===== config.mk =====
export PLATFORM = sky130hd
export DESIGN_NAME = lsr_light_readout
export DESIGN_NICKNAME = d
export VERILOG_FILES = /design/src/design/lsr_pkg.sv /design/src/design/lsr_sync2.sv /design/src/design/lsr_int_eval.sv /design/src/design/lsr_light_readout.sv
export VERILOG_INCLUDE_DIRS = /design/src /design/src/design
export SDC_FILE = /design/constraint.sdc
export NUM_CORES = 1
export LEC_CHECK = 0
export BUFFER_PORTS_ARGS = -buffer_cell sky130_fd_sc_hd__buf_2
export CAP_MARGIN = 20
export CORE_AREA = 2 2 109 111
export CTS_BUF_LIST = sky130_fd_sc_hd__clkbuf_4
export DETAILED_ROUTE_END_ITERATION = 12
export DIE_AREA = 0 0 111 113
export PLACE_DENSITY = 0.81
export SYNTH_ARGS = -nofsm -noshare
export SYNTH_HDL_FRONTEND = slang
export SYNTH_SLANG_ARGS = --single-unit
export TNS_END_PERCENT = 10

===== constraint.sdc =====
create_clock -name mclk -period 10.39 [get_ports mclk]
set_input_delay 0.5195 -clock mclk [delete_from_list [all_inputs] [get_ports mclk]]
set_output_delay 0.5195 -clock mclk [all_outputs]
set_load 0.01 [all_outputs]

===== src/design/lsr_defines.svh =====
// Constants of the light sensor readout: offsets, fields, resets, counts.
// Assumes inclusion by bare name from every design file that needs them.
`ifndef LSR_DEFINES_SVH
`define LSR_DEFINES_SVH
`define LSR_TARGET_ADDR 7'h44
`define LSR_REG_CMD 3'h0
`define LSR_REG_CTL 3'h1
`define LSR_REG_UPPER 3'h2
`define LSR_REG_LOWER 3'h3
`define LSR_REG_RES_LO 3'h4
`define LSR_REG_RES_HI 3'h5
`define LSR_REG_CNT_LO 3'h6
`define LSR_REG_CNT_HI 3'h7
`define LSR_CMD_CORE_ON 7
`define LSR_CMD_PWR_DN 6
`define LSR_CMD_EXT_TIME 5
`define LSR_PTR_SYNC 7
`define LSR_PTR_CLR_INT 6
`define LSR_CTL_FLAG 5
`define LSR_CMD_RESET 8'h00
`define LSR_CTL_RESET 4'h0
`define LSR_UPPER_RESET 8'hff
`define LSR_LOWER_RESET 8'h00
`define LSR_DIODE_LIGHT 2'h2
`define LSR_CYC_W12 17'h01000
`define LSR_CYC_W8 17'h00100
`define LSR_CYC_W4 17'h00010
`define LSR_PERSIST_1 5'h01
`define LSR_PERSIST_4 5'h04
`define LSR_PERSIST_8 5'h08
`define LSR_PERSIST_16 5'h10
`endif


===== src/design/lsr_pkg.sv =====
// Types shared by the light sensor readout modules.
// Assumes nothing beyond a SystemVerilog compiler.
package lsr_pkg;
  typedef enum logic [2:0] {
    LSR_IDLE, LSR_RX, LSR_ACK, LSR_TX, LSR_RACK
  } lsr_i2c_st_type;

  // Settings handed to the analog converter
  typedef struct packed {
    logic core_reset;
    logic power_down;
    logic [1:0] range_sel;
    logic [1:0] width_sel;
  } lsr_conv_cfg_type;

  // One register write from the serial port
  typedef struct packed {
    logic strobe;
    logic [2:0] addr;
    logic [7:0] data;
  } lsr_wr_type;
endpackage


===== src/design/lsr_sync2.sv =====
// Two-stage synchroniser for pin levels.
// Assumes inputs change independently of mclk.
`timescale 1ns/100ps
`default_nettype none
module lsr_sync2 #(
  parameter int W = 1
) (
  input wire logic mclk,
  input wire logic sys_rst,
  input wire logic [W-1:0] async_in,
  output logic [W-1:0] sync_out
);
  logic [W-1:0] meta_r;

  always_ff @(posedge mclk or posedge sys_rst) begin
    if (sys_rst) begin
      meta_r <= '1;
      sync_out <= '1;
    end else begin
      meta_r <= async_in;
      sync_out <= meta_r;
    end
  end
endmodule
`default_nettype wire


===== src/design/lsr_int_eval.sv =====
// Threshold window check with persistence and a sticky interrupt flag.
// Assumes sample pulses once per finished integration, same clock.
`timescale 1ns/100ps
`default_nettype none
`include "lsr_defines.svh"
module lsr_int_eval (
  input wire logic mclk,
  input wire logic sys_rst,
  input wire logic sample,
  input wire logic [15:0] result,
  input wire logic [7:0] upper_limit_byte,
  input wire logic [7:0] lower_limit_byte,
  input wire logic [1:0] persist_sel,
  input wire logic clear,
  output logic flag
);
  logic [4:0] run_r;
  logic [4:0] run_nxt;
  logic [4:0] need;
  logic outside;
  logic hit;

  // Thresholds are the upper byte of a 16-bit limit
  assign outside = ($signed(result) > $signed({upper_limit_byte, 8'h00}))
                || ($signed(result) < $signed({lower_limit_byte, 8'h00}));
  assign need = (persist_sel == 2'h0) ? `LSR_PERSIST_1 :
                (persist_sel == 2'h1) ? `LSR_PERSIST_4 :
                (persist_sel == 2'h2) ? `LSR_PERSIST_8 :
                `LSR_PERSIST_16;
  // Saturate at need so a smaller persist setting cannot overrun it
  assign run_nxt = !outside ? 5'h00 :
                   (run_r >= need) ? need : run_r + 5'h01;
  assign hit = sample && outside && (run_nxt == need);

  // A clear restarts the run, so a new alarm needs the full persistence
  always_ff @(posedge mclk or posedge sys_rst) begin
    if (sys_rst) begin
      run_r <= 5'h00;
    end else if (clear) begin
      run_r <= 5'h00;
    end else if (sample) begin
      run_r <= run_nxt;
    end
  end

  // A new trigger in the clearing cycle wins over the clear
  always_ff @(posedge mclk or posedge sys_rst) begin
    if (sys_rst) begin
      flag <= 1'b0;
    end else if (hit) begin
      flag <= 1'b1;
    end else if (clear) begin
      flag <= 1'b0;
    end
  end
endmodule
`default_nettype wire


===== src/design/lsr_light_readout.sv =====
// Light sensor readout: serial target port, register set, integration
// timing and the threshold interrupt.
// Assumes a host that clocks SCL far slower than mclk (at least 5
// mclk cycles per SCL phase) and a converter on mclk that presents its
// signed count whenever integ_end pulses.
`timescale 1ns/100ps
`default_nettype none
`include "lsr_defines.svh"
module lsr_light_readout #(
  parameter int CYC_W16 = 65536
) (
  input wire logic mclk,
  input wire logic sys_rst,
  input wire logic scl_in,
  input wire logic sda_in,
  output logic sda_out,
  output logic sda_oe,
  output logic int_n_out,
  output logic int_n_oe,
  input wire logic [14:0] conv_count,
  output var lsr_pkg::lsr_conv_cfg_type conv_cfg,
  output logic integ_end
);
  // ------------------------------------------------------------
  // Pin sampling
  // ------------------------------------------------------------
  logic scl_s;
  logic sda_s;
  logic scl_d_r;
  logic sda_d_r;
  logic scl_rise;
  logic scl_fall;
  logic start_det;
  logic stop_det;

  lsr_sync2 #(.W(2)) u_sync (
    .mclk(mclk),
    .sys_rst(sys_rst),
    .async_in({scl_in, sda_in}),
    .sync_out({scl_s, sda_s})
  );

  always_ff @(posedge mclk or posedge sys_rst) begin
    if (sys_rst) begin
      scl_d_r <= 1'b1;
      sda_d_r <= 1'b1;
    end else begin
      scl_d_r <= scl_s;
      sda_d_r <= sda_s;
    end
  end

  assign scl_rise = scl_s && !scl_d_r;
  assign scl_fall = !scl_s && scl_d_r;
  assign start_det = scl_s && scl_d_r && sda_d_r && !sda_s;
  assign stop_det = scl_s && scl_d_r && !sda_d_r && sda_s;

  // ------------------------------------------------------------
  // Register set
  // ------------------------------------------------------------
  logic [7:0] cmd_r;
  logic [3:0] ctl_r;
  logic [7:0] upper_r;
  logic [7:0] lower_r;
  logic [15:0] result_r;
  logic [15:0] timer_r;
  logic int_flag;
  lsr_pkg::lsr_wr_type wr;

  function automatic logic [7:0] rd_mux(input logic [2:0] a,
      input logic [7:0] cmd, input logic [7:0] ctl,
      input logic [7:0] up, input logic [7:0] lo,
      input logic [15:0] res, input logic [15:0] tim);
    logic [7:0] v;
    v = 8'h00;
    if (a == `LSR_REG_CMD) begin
      v = cmd & 8'hef;
    end else if (a == `LSR_REG_CTL) begin
      v = ctl;
    end else if (a == `LSR_REG_UPPER) begin
      v = up;
    end else if (a == `LSR_REG_LOWER) begin
      v = lo;
    end else if (a == `LSR_REG_RES_LO) begin
      v = res[7:0];
    end else if (a == `LSR_REG_RES_HI) begin
      v = res[15:8];
    end else if (a == `LSR_REG_CNT_LO) begin
      v = tim[7:0];
    end else begin
      v = tim[15:8];
    end
    return v;
  endfunction

  wire logic [7:0] ctl_view = {2'h0, int_flag, 1'b0, ctl_r};

  // Writes to result and timer addresses are dropped
  always_ff @(posedge mclk or posedge sys_rst) begin
    if (sys_rst) begin
      cmd_r <= `LSR_CMD_RESET;
      ctl_r <= `LSR_CTL_RESET;
      upper_r <= `LSR_UPPER_RESET;
      lower_r <= `LSR_LOWER_RESET;
    end else if (wr.strobe) begin
      if (wr.addr == `LSR_REG_CMD) begin
        cmd_r <= wr.data & 8'hef;
      end else if (wr.addr == `LSR_REG_CTL) begin
        ctl_r <= wr.data[3:0];
      end else if (wr.addr == `LSR_REG_UPPER) begin
        upper_r <= wr.data;
      end else if (wr.addr == `LSR_REG_LOWER) begin
        lower_r <= wr.data;
      end
    end
  end

  // ------------------------------------------------------------
  // Serial target port
  // ------------------------------------------------------------
  lsr_pkg::lsr_i2c_st_type st_r;
  logic [3:0] bit_cnt_r;
  logic [7:0] sh_r;
  logic [1:0] phase_r;
  logic rw_r;
  logic [2:0] ptr_r;
  logic sync_cmd;
  logic clr_cmd;
  logic [7:0] rd_byte;

  assign rd_byte = rd_mux(ptr_r, cmd_r, ctl_view, upper_r, lower_r,
                          result_r, timer_r);
  assign sda_out = 1'b0;

  always_ff @(posedge mclk or posedge sys_rst) begin
    if (sys_rst) begin
      st_r <= lsr_pkg::LSR_IDLE;
      bit_cnt_r <= 4'h0;
      sh_r <= 8'h00;
      phase_r <= 2'h0;
      rw_r <= 1'b0;
      ptr_r <= 3'h0;
      sda_oe <= 1'b0;
      wr <= '0;
      sync_cmd <= 1'b0;
      clr_cmd <= 1'b0;
    end else begin
      wr.strobe <= 1'b0;
      sync_cmd <= 1'b0;
      clr_cmd <= 1'b0;
      if (start_det) begin
        st_r <= lsr_pkg::LSR_RX;
        bit_cnt_r <= 4'h0;
        phase_r <= 2'h0;
        sda_oe <= 1'b0;
      end else if (stop_det) begin
        st_r <= lsr_pkg::LSR_IDLE;
        sda_oe <= 1'b0;
      end else begin
        case (st_r)
          lsr_pkg::LSR_RX: begin
            if (scl_rise && bit_cnt_r != 4'h8) begin
              sh_r <= {sh_r[6:0], sda_s};
              bit_cnt_r <= bit_cnt_r + 4'h1;
            end else if (scl_fall && bit_cnt_r == 4'h8) begin
              bit_cnt_r <= 4'h0;
              if (phase_r == 2'h0) begin
                if (sh_r[7:1] == `LSR_TARGET_ADDR) begin
                  rw_r <= sh_r[0];
                  phase_r <= sh_r[0] ? 2'h2 : 2'h1;
                  st_r <= lsr_pkg::LSR_ACK;
                  sda_oe <= 1'b1;
                end else begin
                  st_r <= lsr_pkg::LSR_IDLE;
                end
              end else if (phase_r == 2'h1) begin
                ptr_r <= sh_r[2:0];
                sync_cmd <= sh_r[`LSR_PTR_SYNC];
                clr_cmd <= sh_r[`LSR_PTR_CLR_INT];
                phase_r <= 2'h2;
                st_r <= lsr_pkg::LSR_ACK;
                sda_oe <= 1'b1;
              end else begin
                wr.strobe <= 1'b1;
                wr.addr <= ptr_r;
                wr.data <= sh_r;
                ptr_r <= ptr_r + 3'h1;
                st_r <= lsr_pkg::LSR_ACK;
                sda_oe <= 1'b1;
              end
            end
          end
          lsr_pkg::LSR_ACK: begin
            if (scl_fall) begin
              if (rw_r) begin
                sh_r <= rd_byte;
                sda_oe <= !rd_byte[7];
                ptr_r <= ptr_r + 3'h1;
                bit_cnt_r <= 4'h1;
                st_r <= lsr_pkg::LSR_TX;
              end else begin
                sda_oe <= 1'b0;
                st_r <= lsr_pkg::LSR_RX;
              end
            end
          end
          lsr_pkg::LSR_TX: begin
            if (scl_fall) begin
              if (bit_cnt_r == 4'h8) begin
                sda_oe <= 1'b0;
                st_r <= lsr_pkg::LSR_RACK;
              end else begin
                sh_r <= {sh_r[6:0], 1'b0};
                sda_oe <= !sh_r[6];
                bit_cnt_r <= bit_cnt_r + 4'h1;
              end
            end
          end
          lsr_pkg::LSR_RACK: begin
            if (scl_rise && sda_s) begin
              st_r <= lsr_pkg::LSR_IDLE;
            end else if (scl_fall) begin
              sh_r <= rd_byte;
              sda_oe <= !rd_byte[7];
              ptr_r <= ptr_r + 3'h1;
              bit_cnt_r <= 4'h1;
              st_r <= lsr_pkg::LSR_TX;
            end
          end
          default: begin
            sda_oe <= 1'b0;
          end
        endcase
      end
    end
  end

  // ------------------------------------------------------------
  // Integration timing
  // ------------------------------------------------------------
  logic [15:0] cyc_r;
  logic [16:0] period;
  logic core_run;
  logic light_mode;
  logic int_end_cond;
  logic ext_time;

  function automatic logic [16:0] period_of(input logic [1:0] w);
    logic [16:0] p;
    p = 17'h00000;
    if (w == 2'h0) begin
      p = 17'(CYC_W16);
    end else if (w == 2'h1) begin
      p = `LSR_CYC_W12;
    end else if (w == 2'h2) begin
      p = `LSR_CYC_W8;
    end else begin
      p = `LSR_CYC_W4;
    end
    return p;
  endfunction

  assign period = period_of(cmd_r[1:0]);
  assign ext_time = cmd_r[`LSR_CMD_EXT_TIME];
  // Diode modes 00, 01 and 11 all hold the converter off; only 10 runs it
  assign light_mode = cmd_r[3:2] == `LSR_DIODE_LIGHT;
  assign core_run = cmd_r[`LSR_CMD_CORE_ON] && !cmd_r[`LSR_CMD_PWR_DN]
                 && light_mode;
  assign int_end_cond = ext_time ? sync_cmd :
                        ({1'b0, cyc_r} >= period - 17'h00001);

  // Counter wraps at 16 bits in host-timed mode, like the timer bytes
  always_ff @(posedge mclk or posedge sys_rst) begin
    if (sys_rst) begin
      cyc_r <= 16'h0000;
      integ_end <= 1'b0;
    end else begin
      integ_end <= core_run && int_end_cond;
      if (!core_run || int_end_cond) begin
        cyc_r <= 16'h0000;
      end else begin
        cyc_r <= cyc_r + 16'h0001;
      end
    end
  end

  // Converter count is valid in the cycle integ_end is high
  always_ff @(posedge mclk or posedge sys_rst) begin
    if (sys_rst) begin
      result_r <= 16'h0000;
      timer_r <= 16'h0000;
    end else if (core_run && int_end_cond) begin
      timer_r <= cyc_r + 16'h0001;
    end else if (integ_end) begin
      result_r <= {conv_count[14], conv_count};
    end
  end

  always_ff @(posedge mclk or posedge sys_rst) begin
    if (sys_rst) begin
      conv_cfg <= '{core_reset: 1'b1, power_down: 1'b0,
                    range_sel: 2'h0, width_sel: 2'h0};
    end else begin
      conv_cfg.core_reset <= !cmd_r[`LSR_CMD_CORE_ON] || !light_mode;
      conv_cfg.power_down <= cmd_r[`LSR_CMD_PWR_DN];
      conv_cfg.range_sel <= ctl_r[3:2];
      conv_cfg.width_sel <= cmd_r[1:0];
    end
  end

  // ------------------------------------------------------------
  // Interrupt
  // ------------------------------------------------------------
  logic int_clear;
  logic result_new_r;

  always_ff @(posedge mclk or posedge sys_rst) begin
    if (sys_rst) begin
      result_new_r <= 1'b0;
    end else begin
      result_new_r <= integ_end;
    end
  end

  assign int_clear = clr_cmd || (wr.strobe && wr.addr == `LSR_REG_CTL
                     && !wr.data[`LSR_CTL_FLAG]);

  lsr_int_eval u_int (
    .mclk(mclk),
    .sys_rst(sys_rst),
    .sample(result_new_r),
    .result(result_r),
    .upper_limit_byte(upper_r),
    .lower_limit_byte(lower_r),
    .persist_sel(ctl_r[1:0]),
    .clear(int_clear),
    .flag(int_flag)
  );

  // Pin only ever pulls low
  assign int_n_out = 1'b0;
  assign int_n_oe = int_flag;
endmodule
`default_nettype wire


==> flow_metrics.env, run 1 <==
export IMPL_status="finished, final reports clean"
export IMPL_synth_xor_area_frac=0.02077
export IMPL_cts_resized=0
export IMPL_initial_core_util=0.6359
export IMPL_drtPass1Iterations=6
export IMPL_synth_top_family_by_area="compound AO/OA/AOI/OAI gates"
export IMPL_worstPathMaxFanout=32
export IMPL_synth_area_leader_cell="dfrtp_1"
export IMPL_cp_startpoint="cmd_r[1]"
export IMPL_crit_chain="or2_2 -> ha_1 -> a21o_1 -> a211o_1 -> a2111oi_4 -> a211oi_4 -> buf_4 -> nand2b_1 -> mux2_4"
export IMPL_ir_drop_v=0.0001421
export IMPL_clkSlewWorstSetupHoldPaths_ns=0.11
export IMPL_cts_made_buffers=17
export IMPL_antenna_found_initial=0
export IMPL_first_global_vias=5608
export IMPL_p_total_mw=1.034
export IMPL_cts_path_max_buffers=2
export IMPL_wl_per_cell_um=18.89
export IMPL_root_buffer="clkbuf_4"
export IMPL_coreArea_mm2=0.01127
export IMPL_synthTopCellsByArea="dfrtp_1, ha_1, dfstp_2"
export IMPL_preCtsSetupSlack_ns=6.734
export IMPL_max_slew_margin_rel=0.3372
export IMPL_timing_rr_end="result_r[1]"
export IMPL_post_cts_setup_buffers=0
export IMPL_ctsHtreeMaxLevel=4
export IMPL_cts_tree="done"
export IMPL_drc=0
export IMPL_endpoint_kind="flip-flop"
export IMPL_rrSetupSlack_ns=6.69
export IMPL_synthArstFlopShare=1.000
export IMPL_synth_flop_cell="dfrtp_1"
export IMPL_setup_violations=0
export IMPL_total_leakage_power_nw=3.499
export IMPL_hp_class="in2reg"
export IMPL_crit_type="reg2reg"
export IMPL_synth_mux_area_fraction=0.07244
export IMPL_synthCells=734
export IMPL_fin_ws_ns=6.688
export IMPL_die_area_mm2=0.01254
export IMPL_dieHeight_um=113
export IMPL_hpwl_um=12450
export IMPL_synth_edf_count=0
export IMPL_rsz0062_at_grt="no"
export IMPL_syn_avg_cell_area_um2=9.766
export IMPL_syn2layout_area_growth_pct=7.157
export IMPL_finalSetupTns_ns=0
export IMPL_synth_top_area_share=0.4015
export IMPL_startpoint_type="flip-flop"
export IMPL_grt_start_max_net_pins=71
export IMPL_antenna_left=0
export IMPL_drtIter0Drc=406
export IMPL_cp_slowest_cell="nand2b_1"
export IMPL_ys_ff_latch=130
export IMPL_power_density_mw_per_mm2=134.7
export IMPL_fin_crit_ns=3.702
export IMPL_grt_remaining_overflow=0
export IMPL_rows=39
export IMPL_reg2reg_from="cmd_r[1]"
export IMPL_final_layout_size_suffix_gt1_frac=0.1647
export IMPL_cts_sinks=130
export IMPL_numPortBuffers=27
export IMPL_hold_viol_final=0
export IMPL_fin_nets=805
export IMPL_grt_pass1_wl_um=28250
export IMPL_critPathArrivalTime_ns=4.14
export IMPL_yosys_area_share_adder=0.06982
export IMPL_timing_fmax_ghz=0.2701
export IMPL_vias=5692
export IMPL_cts_hold_buffers=0
export IMPL_synth_compound_area_frac=0.1719
export IMPL_die_w_um=111
export IMPL_final_util=0.6814
export IMPL_synthSimpleGateAreaFrac=0.1646
export IMPL_ios=30
export IMPL_yosys_warnings=0
export IMPL_tightest_slew_ns=0.9943
export IMPL_insertion_delay_ns=0.56
export IMPL_max_cap_viol_count=0
export IMPL_period_share=0.3563
export IMPL_synth_cell_area_mm2=0.007168
export IMPL_gp_congestion=0.9651
export IMPL_routed_via_density=6.310
export IMPL_grt_usage=0.2871
export IMPL_slowest_delay_ns=0.63
export IMPL_wl_um=17040
export IMPL_yosysSeqAreaShare=0.4564
export IMPL_diodes=0
export IMPL_ys_types=71
export IMPL_cp_required_ns=10.83
export IMPL_maxSlewViolCount=0
export IMPL_final_setup_skew_ns=0.01520
export IMPL_cp_endpoint="result_r[1]"
export IMPL_reg2reg_depth=9
==> cells by family after synthesis <==
kind of cell | count (synthesis)
AND/OR/NAND/NOR | 239
AO/OA/AOI/OAI | 187
flip-flops | 130
buffers and inverters | 77
multiplexers | 43
adder cells (fa/ha/maj) | 40
XOR/XNOR | 17
other | 1
==> synth_stat cells (4+ instances only) <==
cell type / count
dfrtp_1: 115
nor2_1: 71
nand2_1: 68
a21oi_1: 49
o21ai_0: 47
ha_1: 40
inv_1: 38
mux2_2: 31
clkbuf_1: 29
dfstp_2: 15
nand3_1: 15
o22ai_1: 14
nand2b_1: 13
a31oi_1: 12
xor2_1: 11
mux2_4: 10
nor3_1: 9
nand4_1: 8
nor2b_1: 8
nor3b_1: 8
and3_1: 7
o221ai_1: 7
a21o_1: 6
buf_2: 6
nand3b_1: 6
o2111ai_1: 6
xnor2_1: 6
or2_2: 5
o2111a_1: 4
o22a_1: 4
==> worst min-delay path by stage <==
stage	startpoint	end	slack [ns]	depth (start not counted)
6_report	scl_in	u_sync.meta_r[1]	0.06	1
5_1_grt	sda_in	u_sync.meta_r[0]	0.02	1
4_1_cts	sda_in	u_sync.meta_r[0]	0.02	1
3_5_place_dp	u_sync.meta_r[0]	u_sync.sync_out[0]	0.35	0
3_3_place_gp	u_sync.meta_r[0]	u_sync.sync_out[0]	0.35	0
2_1_floorplan	u_sync.meta_r[0]	u_sync.sync_out[0]	0.35	0
==> state kept, by name (all words and copies together), names as in the netlist, 4 cells and up <==
| signal | cells |
|---|---|
| lower_r | 8 |
| cmd_r | 7 |
| u_int.run_r | 5 |
| upper_r | 8 |
| timer_r | 16 |
| result_r | 15 |
| sh_r | 8 |
| cyc_r | 16 |
| conv_cfg | 6 |
| ctl_r | 4 |
| bit_cnt_r | 4 |
| wr | 12 |
==> through the flow <==
stage,area (µm²),std cells,hold slack [ns]
after floorplan,7172,735,0.3452
after global placement,7353,870,0.3476
after detailed placement,7353,870,0.3476
after CTS,7681,902,0.01557
after global routing,7681,902,0.01690
final,7681,902,0.05507
==> cell usage in the layout (no fill, tap or decap), types with 18 or more instances in the layout <==
| master | netlist | final |
|---|---|---|
| o21ai_0 | 47 | 47 |
| ha_1 | 40 | 40 |
| buf_2 | 6 | 27 |
| mux2_2 | 31 | 31 |
| dfrtp_1 | 115 | 115 |
| a21oi_1 | 49 | 49 |
| nand2_1 | 68 | 68 |
| clkbuf_4 | 0 | 18 |
| inv_1 | 38 | 37 |
| nor2_1 | 71 | 71 |
==> report_power, final <==
group	internal, mW	switching (mW)	total [mW]	leakage, nW
Clock	0.212	0.181	0.393	0.167
Sequential	0.530	0.0325	0.562	1.70
Combinational	0.0334	0.0456	0.0789	1.64
==> area by class of cell <==
cell class | instances | area [µm²]
clock buffer | 18 | 135.1
clock inverter | 14 | 192.7
fill | 863 | 3591
inverter | 39 | 148.9
multi-input combinational | 528 | 3596
sequential | 130 | 3272
tap | 143 | 178.9
timing repair buffer | 30 | 157.7
==> critical path, delay by kind of cell (launching register included) <==
family	cells	cell delay (ns)
mux	1	0.50
buf+inv	1	0.24
simple gates	2	0.99
fa+ha+maj	1	0.31
compound gates	4	1.01
flops	1	0.51
==> routing by layer <==
metal	vias to the layer above	wire length, µm	track usage
met5	-	0	0
met4	0	639	0.1458
met3	51	927	0.06052
met2	199	8101	0.4695
met1	2787	7366	0.3655
li1	2655	-	-
Power figures use the tool's default switching activity.
==> run 2, diff against run 1 <==
==> constraint.sdc (replaced) <==
create_clock -name mclk -period 3.7 [get_ports mclk]
set_input_delay 0.185 -clock mclk [delete_from_list [all_inputs] [get_ports mclk]]
set_output_delay 0.185 -clock mclk [all_outputs]
set_load 0.01 [all_outputs]
==> flow_metrics.env, run 2 (same netlist as run 1, synthesis figures left out) <==
export IMPL_max_cap_viol_count=0
export IMPL_placed_cell_area_mm2=0.007381
export IMPL_initial_core_util=0.6359
export IMPL_vias=5677
export IMPL_worstPathMaxFanout=25
export IMPL_drc=0
export IMPL_total_leakage_power_nw=3.577
export IMPL_grt_remaining_overflow=0
export IMPL_ios=30
export IMPL_cp_required_ns=4.16
export IMPL_grt_pass1_wl_um=27810
export IMPL_die_area_mm2=0.01254
export IMPL_antenna_found_initial=1
export IMPL_nFillCells=820
export IMPL_fin_nets=826
export IMPL_routed_via_density=6.144
export IMPL_startpoint_type="flip-flop"
export IMPL_clkSlewWorstSetupHoldPaths_ns=0.12
export IMPL_root_buffer="clkbuf_4"
export IMPL_gp_congestion=0.9193
export IMPL_drtPass1Iterations=9
export IMPL_p_total_mw=2.857
export IMPL_syn2layout_area_growth_pct=10.02
export IMPL_tightest_slew_ns=0.9383
export IMPL_crit_type="reg2reg"
export IMPL_antenna_left=0
export IMPL_max_slew_margin_rel=0.3722
export IMPL_final_util=0.6996
export IMPL_cts_path_max_buffers=2
export IMPL_endpoint_kind="flip-flop"
export IMPL_first_global_vias=5552
export IMPL_power_density_mw_per_mm2=362.3
export IMPL_wl_um=17080
export IMPL_slowest_delay_ns=0.51
export IMPL_final_setup_skew_ns=0.01597
export IMPL_critPathArrivalTime_ns=3.71
export IMPL_rows=39
export IMPL_hold_viol_final=0
export IMPL_insertion_delay_ns=0.57
export IMPL_place_inst=872
export IMPL_coreArea_mm2=0.01127
export IMPL_final_layout_size_suffix_gt1_frac=0.1705
export IMPL_fin_cells=924
export IMPL_ir_drop_v=0.0002556
export IMPL_cp_slowest_cell="dfrtp_1"
export IMPL_post_cts_setup_buffers=0
export IMPL_grt_usage=0.2838
export IMPL_final_common_cell="dfrtp_1"
export IMPL_most_common_layout_cells="dfrtp_1, nor2_1, nand2_1, a21oi_1, o21ai_0"
export IMPL_seqCellArea_mm2=0.003272
export IMPL_path_buf_inv=2
export IMPL_cts_sinks=130
export IMPL_grt_start_max_net_pins=68
export IMPL_hp_class="in2reg"
export IMPL_largest_registers="cyc_r x16, timer_r x16, result_r x15"
export IMPL_wl_per_cell_um=18.48
export IMPL_dieHeight_um=113
export IMPL_fin_crit_ns=3.249
export IMPL_timing_fmax_ghz=0.3078
export IMPL_rsz0062_at_grt="no"
export IMPL_ctsHtreeMaxLevel=4
export IMPL_crit_chain="or2_2 -> ha_1 -> a21o_1 -> a211o_1 -> a2111oi_4 -> a211oi_4 -> buf_8 -> nand2b_1 -> buf_4 -> mux2_4"
export IMPL_cts_resized=0
export IMPL_multiInputGateArea_mm2=0.003596
export IMPL_maxSlewViolCount=0
export IMPL_hpwl_um=12390
export IMPL_postLayoutCellArea_mm2=0.007886
export IMPL_cts_tree="done"
export IMPL_numPortBuffers=27
export IMPL_die_w_um=111
export IMPL_period_share=0.8780
export IMPL_cts_made_buffers=17
export IMPL_setup_violations=0
export IMPL_drtIter0Drc=461
export IMPL_crit_family="compound AO/OA/AOI/OAI gates"
export IMPL_status="finished, final reports clean"
export IMPL_finalSetupTns_ns=0
==> run 2: timing repair <==
action	4_1_cts	5_1_grt
endpoints found under the setup margin	0	0
endpoints found under the hold margin	70	0
hold buffers	18	0
==> run 2: per-stage QoR <==
stage	setup slack (ns)	hold slack [ns]
5_1_grt	0.3193	0.2185
3_3_place_gp	0.3069	0.2929
6_report	0.4515	0.2612
2_1_floorplan	0.07048	0.1895
3_5_place_dp	0.2198	0.2914
4_1_cts	0.1922	0.2213
==> run 2: report_power, final <==
part / total (mW) / internal [mW] / switching, mW / leakage [nW]
logic: 0.240 / 0.110 / 0.130 / 1.73
registers: 1.58 / 1.49 / 0.0890 / 1.70
clock network: 1.04 / 0.472 / 0.569 / 0.149
==> run 2: layout make-up <==
type,instances,area share
clock buffer,17,0.01618
tap,143,0.02269
antenna,1,0.0003173
multi-input combinational,528,0.4560
inverter,39,0.01888
sequential,130,0.4149
timing repair buffer,51,0.04823
clock inverter,15,0.02285
==> run 2: routing by layer <==
| layer | share of wire | GRT usage |
|---|---|---|
| met5 | 0 | 0 |
| met4 | 0.030 | 0.1133 |
| met3 | 0.054 | 0.05678 |
| met2 | 0.49 | 0.4671 |
| met1 | 0.43 | 0.3742 |
==> run 2: path summary, 6_finish.rpt <==
check,end,start,cells past startpoint,slack [ns]
worst max-delay path,result_r[3],cmd_r[1],10,0.45
worst min-delay path,u_sync.meta_r[0],sda_in,2,0.26
worst max register to register,result_r[3],cmd_r[1],10,0.45
worst min register to register,u_sync.sync_out[1],u_sync.meta_r[1],0,0.37
max in group asynchronous,upper_r[4],sys_rst,4,2.52
min in group asynchronous,cyc_r[4],sys_rst,3,0.33
==> run 3, diff against run 2 <==
--- a/config.mk
+++ b/config.mk
@@ -6,13 +6,16 @@
 export SDC_FILE = /design/constraint.sdc
 export NUM_CORES = 1
 export LEC_CHECK = 0
+export ABC_AREA = 1
 export BUFFER_PORTS_ARGS = -buffer_cell sky130_fd_sc_hd__buf_2
 export CAP_MARGIN = 20
-export CORE_AREA = 2 2 109 111
+export CELL_PAD_IN_SITES_DETAIL_PLACEMENT = 1
+export CELL_PAD_IN_SITES_GLOBAL_PLACEMENT = 1
+export CORE_AREA = 2 2 126 128
 export CTS_BUF_LIST = sky130_fd_sc_hd__clkbuf_4
 export DETAILED_ROUTE_END_ITERATION = 12
-export DIE_AREA = 0 0 111 113
-export PLACE_DENSITY = 0.81
+export DIE_AREA = 0 0 128 130
+export PLACE_DENSITY_LB_ADDON = 0.1
 export SYNTH_ARGS = -nofsm -noshare
 export SYNTH_HDL_FRONTEND = slang
 export SYNTH_SLANG_ARGS = --single-unit
==> flow_metrics.env, run 3 <==
export IMPL_dieHeight_um=130
export IMPL_reg2reg_from="cmd_r[1]"
export IMPL_reg2reg_depth=13
export IMPL_startpoint_type="flip-flop"
export IMPL_final_util=0.5207
export IMPL_synthSimpleGateAreaFrac=0.2516
export IMPL_tightest_slew_ns=0.7191
export IMPL_period_share=0.7942
export IMPL_final_common_cell="nand2_1"
export IMPL_synth_area_leader_cell="dfrtp_1"
export IMPL_synth_flop_cell="dfrtp_1"
export IMPL_grt_remaining_overflow=0
export IMPL_routed_via_density=5.423
export IMPL_root_buffer="clkbuf_4"
export IMPL_synth_edf_count=0
export IMPL_cts_tree="done"
export IMPL_critPathArrivalTime_ns=3.43
export IMPL_cts_path_max_buffers=2
export IMPL_switchingPower_mw=1.570
export IMPL_vias=6329
export IMPL_status="finished, final reports clean"
export IMPL_finalSetupTns_ns=0
export IMPL_placed_cell_area_mm2=0.007523
export IMPL_place_inst=1116
export IMPL_path_common_cell="nand2_1"
export IMPL_fin_crit_ns=2.939
export IMPL_endpoint_kind="flip-flop"
export IMPL_ctsHtreeMaxLevel=4
export IMPL_initial_core_util=0.4701
export IMPL_coreArea_mm2=0.01542
export IMPL_switching_share=0.3944
export IMPL_synth_mux_area_fraction=0.001380
export IMPL_max_slew_margin_rel=0.5206
export IMPL_rsz0062_at_grt="no"
export IMPL_synthCells=917
export IMPL_ys_ff_latch=130
export IMPL_maxSlewViolCount=0
export IMPL_fin_cells=1167
export IMPL_crit_type="reg2reg"
export IMPL_synth_most_common_cell="nand2_1"
export IMPL_grt_pass1_wl_um=33550
export IMPL_drtIter0Drc=382
export IMPL_timing_fmax_ghz=0.3403
export IMPL_setup_violations=0
export IMPL_gp_congestion=0.8773
export IMPL_cts_made_buffers=17
export IMPL_synth_top_family_by_area="simple AND/OR/NAND/NOR gates"
export IMPL_cts_resized=0
export IMPL_grt_start_max_net_pins=84
export IMPL_syn_avg_cell_area_um2=7.908
export IMPL_hpwl_um=14940
export IMPL_total_leakage_power_nw=3.793
export IMPL_crit_chain="inv_1 -> nand2_1 -> ha_1 -> nand2_2 -> nor4_2 -> nand3_1 -> nand4_1 -> nand2_1 -> nand2_1 -> nand2_2 -> nand2_2 -> nand2_1 -> nand2_1"
export IMPL_antenna_left=0
export IMPL_antenna_found_initial=1
export IMPL_worstPathMaxFanout=34
export IMPL_hp_class="in2async"
export IMPL_rows=46
export IMPL_cp_slowest_cell="dfrtp_1"
export IMPL_drtPass1Iterations=4
export IMPL_synth_compound_area_frac=0.1278
export IMPL_timing_rr_end="result_r[5]"
export IMPL_rrSetupSlack_ns=0.76
export IMPL_synth_top_area_share=0.3968
export IMPL_seqPwrFrac=0.411
export IMPL_synthArstFlopShare=1.000
export IMPL_syn2layout_area_growth_pct=10.75
export IMPL_numPortBuffers=27
export IMPL_ios=30
export IMPL_synthTopCellsByArea="dfrtp_1, nand2_1, ha_1"
export IMPL_power_density_mw_per_mm2=495.8
export IMPL_ir_drop_v=0.0003520
export IMPL_slowest_delay_ns=0.49
export IMPL_final_layout_size_suffix_gt1_frac=0.1181
export IMPL_hold_slack_ns=0.1678
export IMPL_wl_per_cell_um=17.29
export IMPL_clkSlewWorstSetupHoldPaths_ns=0.13
export IMPL_final_setup_skew_ns=0.02678
export IMPL_cp_required_ns=4.19
export IMPL_die_area_mm2=0.01664
export IMPL_yosys_warnings=0
export IMPL_grt_usage=0.2591
export IMPL_synth_xor_area_frac=0.02053
export IMPL_p_clk_frac=0.261
export IMPL_yosysSeqAreaShare=0.4512
export IMPL_comb_power_share=0.328
export IMPL_most_common_layout_cells="nand2_1, dfrtp_1, inv_1, o21ai_0, nor2_1"
export IMPL_first_global_vias=6695
export IMPL_yosys_area_share_adder=0.06901
export IMPL_cts_sinks=130
export IMPL_insertion_delay_ns=0.56
export IMPL_max_cap_viol_count=0
export IMPL_wl_um=20170
export IMPL_postLayoutCellArea_mm2=0.008031
export IMPL_die_w_um=128
export IMPL_fin_nets=1021
export IMPL_intPower_mw=2.412
export IMPL_drc=0
export IMPL_synthTopCellsByCount="nand2_1, dfrtp_1, inv_1"
export IMPL_ys_types=45
export IMPL_largest_registers="cyc_r x16, timer_r x16, result_r x15"
export IMPL_hold_viol_final=0
export IMPL_synth_cell_area_mm2=0.007252
-- run 3: repair_timing --
action / CTS / global route
buffers inserted: 0 / 0
hold buffers: 18 / 0
endpoints found under the hold margin: 90 / 0
-- run 3: worst max-delay path by stage --
stage | start | endpoint | slack, ns | cells after the start
4_1_cts | cmd_r[1] | result_r[0] | 0.78 | 13
3_3_place_gp | cmd_r[1] | result_r[7] | 1.09 | 13
3_5_place_dp | cmd_r[1] | result_r[0] | 0.86 | 13
2_1_floorplan | sys_rst | bit_cnt_r[0] | 0.07 | 1
6_report | cmd_r[1] | result_r[5] | 0.76 | 13
5_1_grt | cmd_r[1] | result_r[5] | 0.47 | 13
-- run 3: through the flow --
| step | setup WS (ns) | power [mW] |
|---|---|---|
| 6_report | 0.7614 | 3.982 |
| 5_1_grt | 0.4749 | 4.272 |
| 4_1_cts | 0.7823 | 4.006 |
| 3_5_place_dp | 0.8555 | 2.947 |
| 3_3_place_gp | 1.094 | 2.895 |
| 2_1_floorplan | 0.07048 | 2.566 |
-- run 3: cell type report --
class                   count  area [µm²]
multi-input cells         652        3418
repair buffers             49       377.9
fillers                  1918        7393
clock buffers              18       135.1
clock inverters            13       162.7
inverters                 112       422.9
diodes                      1       2.502
well taps                 192       240.2
flip-flops and latches    130        3272
-- run 3: cells by family (layout without fill, tap and decap cells) --
kind of cell | Yosys count | after routing
AOI/OAI and AO/OA | 170 | 170
xor gates and xnor gates | 17 | 17
adders and majority gates | 40 | 40
buffers and inverters | 136 | 192
DFF | 130 | 130
muxes | 1 | 1
other | 1 | 3
and+or+nand+nor | 422 | 422
-- run 3: power by group through the flow --
stage                     logic [mW]  registers (mW)  clock network [mW]
after floorplan                0.935            1.63                   0
after global placement          1.24            1.66                   0
after detailed placement        1.28            1.66                   0
after CTS                       1.31            1.64                1.06
after global routing            1.49            1.65                1.13
final                           1.31            1.64                1.04
-- run 3: critical path: cells and delay by family, from the launching register on --
family                   cells  cell delay (ns)
adder cells (fa/ha/maj)      1             0.37
buffers and inverters        1             0.14
flip-flops                   1             0.49
AND/OR/NAND/NOR             11             1.86
-- run 3: metal layers --
metal / track usage / wire, µm / vias to the layer above / part of all wire
li1: - / - / 3057 / -
met1: 0.3289 / 8937 / 3148 / 0.44
met2: 0.4483 / 10200 / 94 / 0.51
met3: 0.04879 / 601 / 30 / 0.030
met4: 0.08727 / 431 / 0 / 0.021
met5: 0 / 0 / - / 0
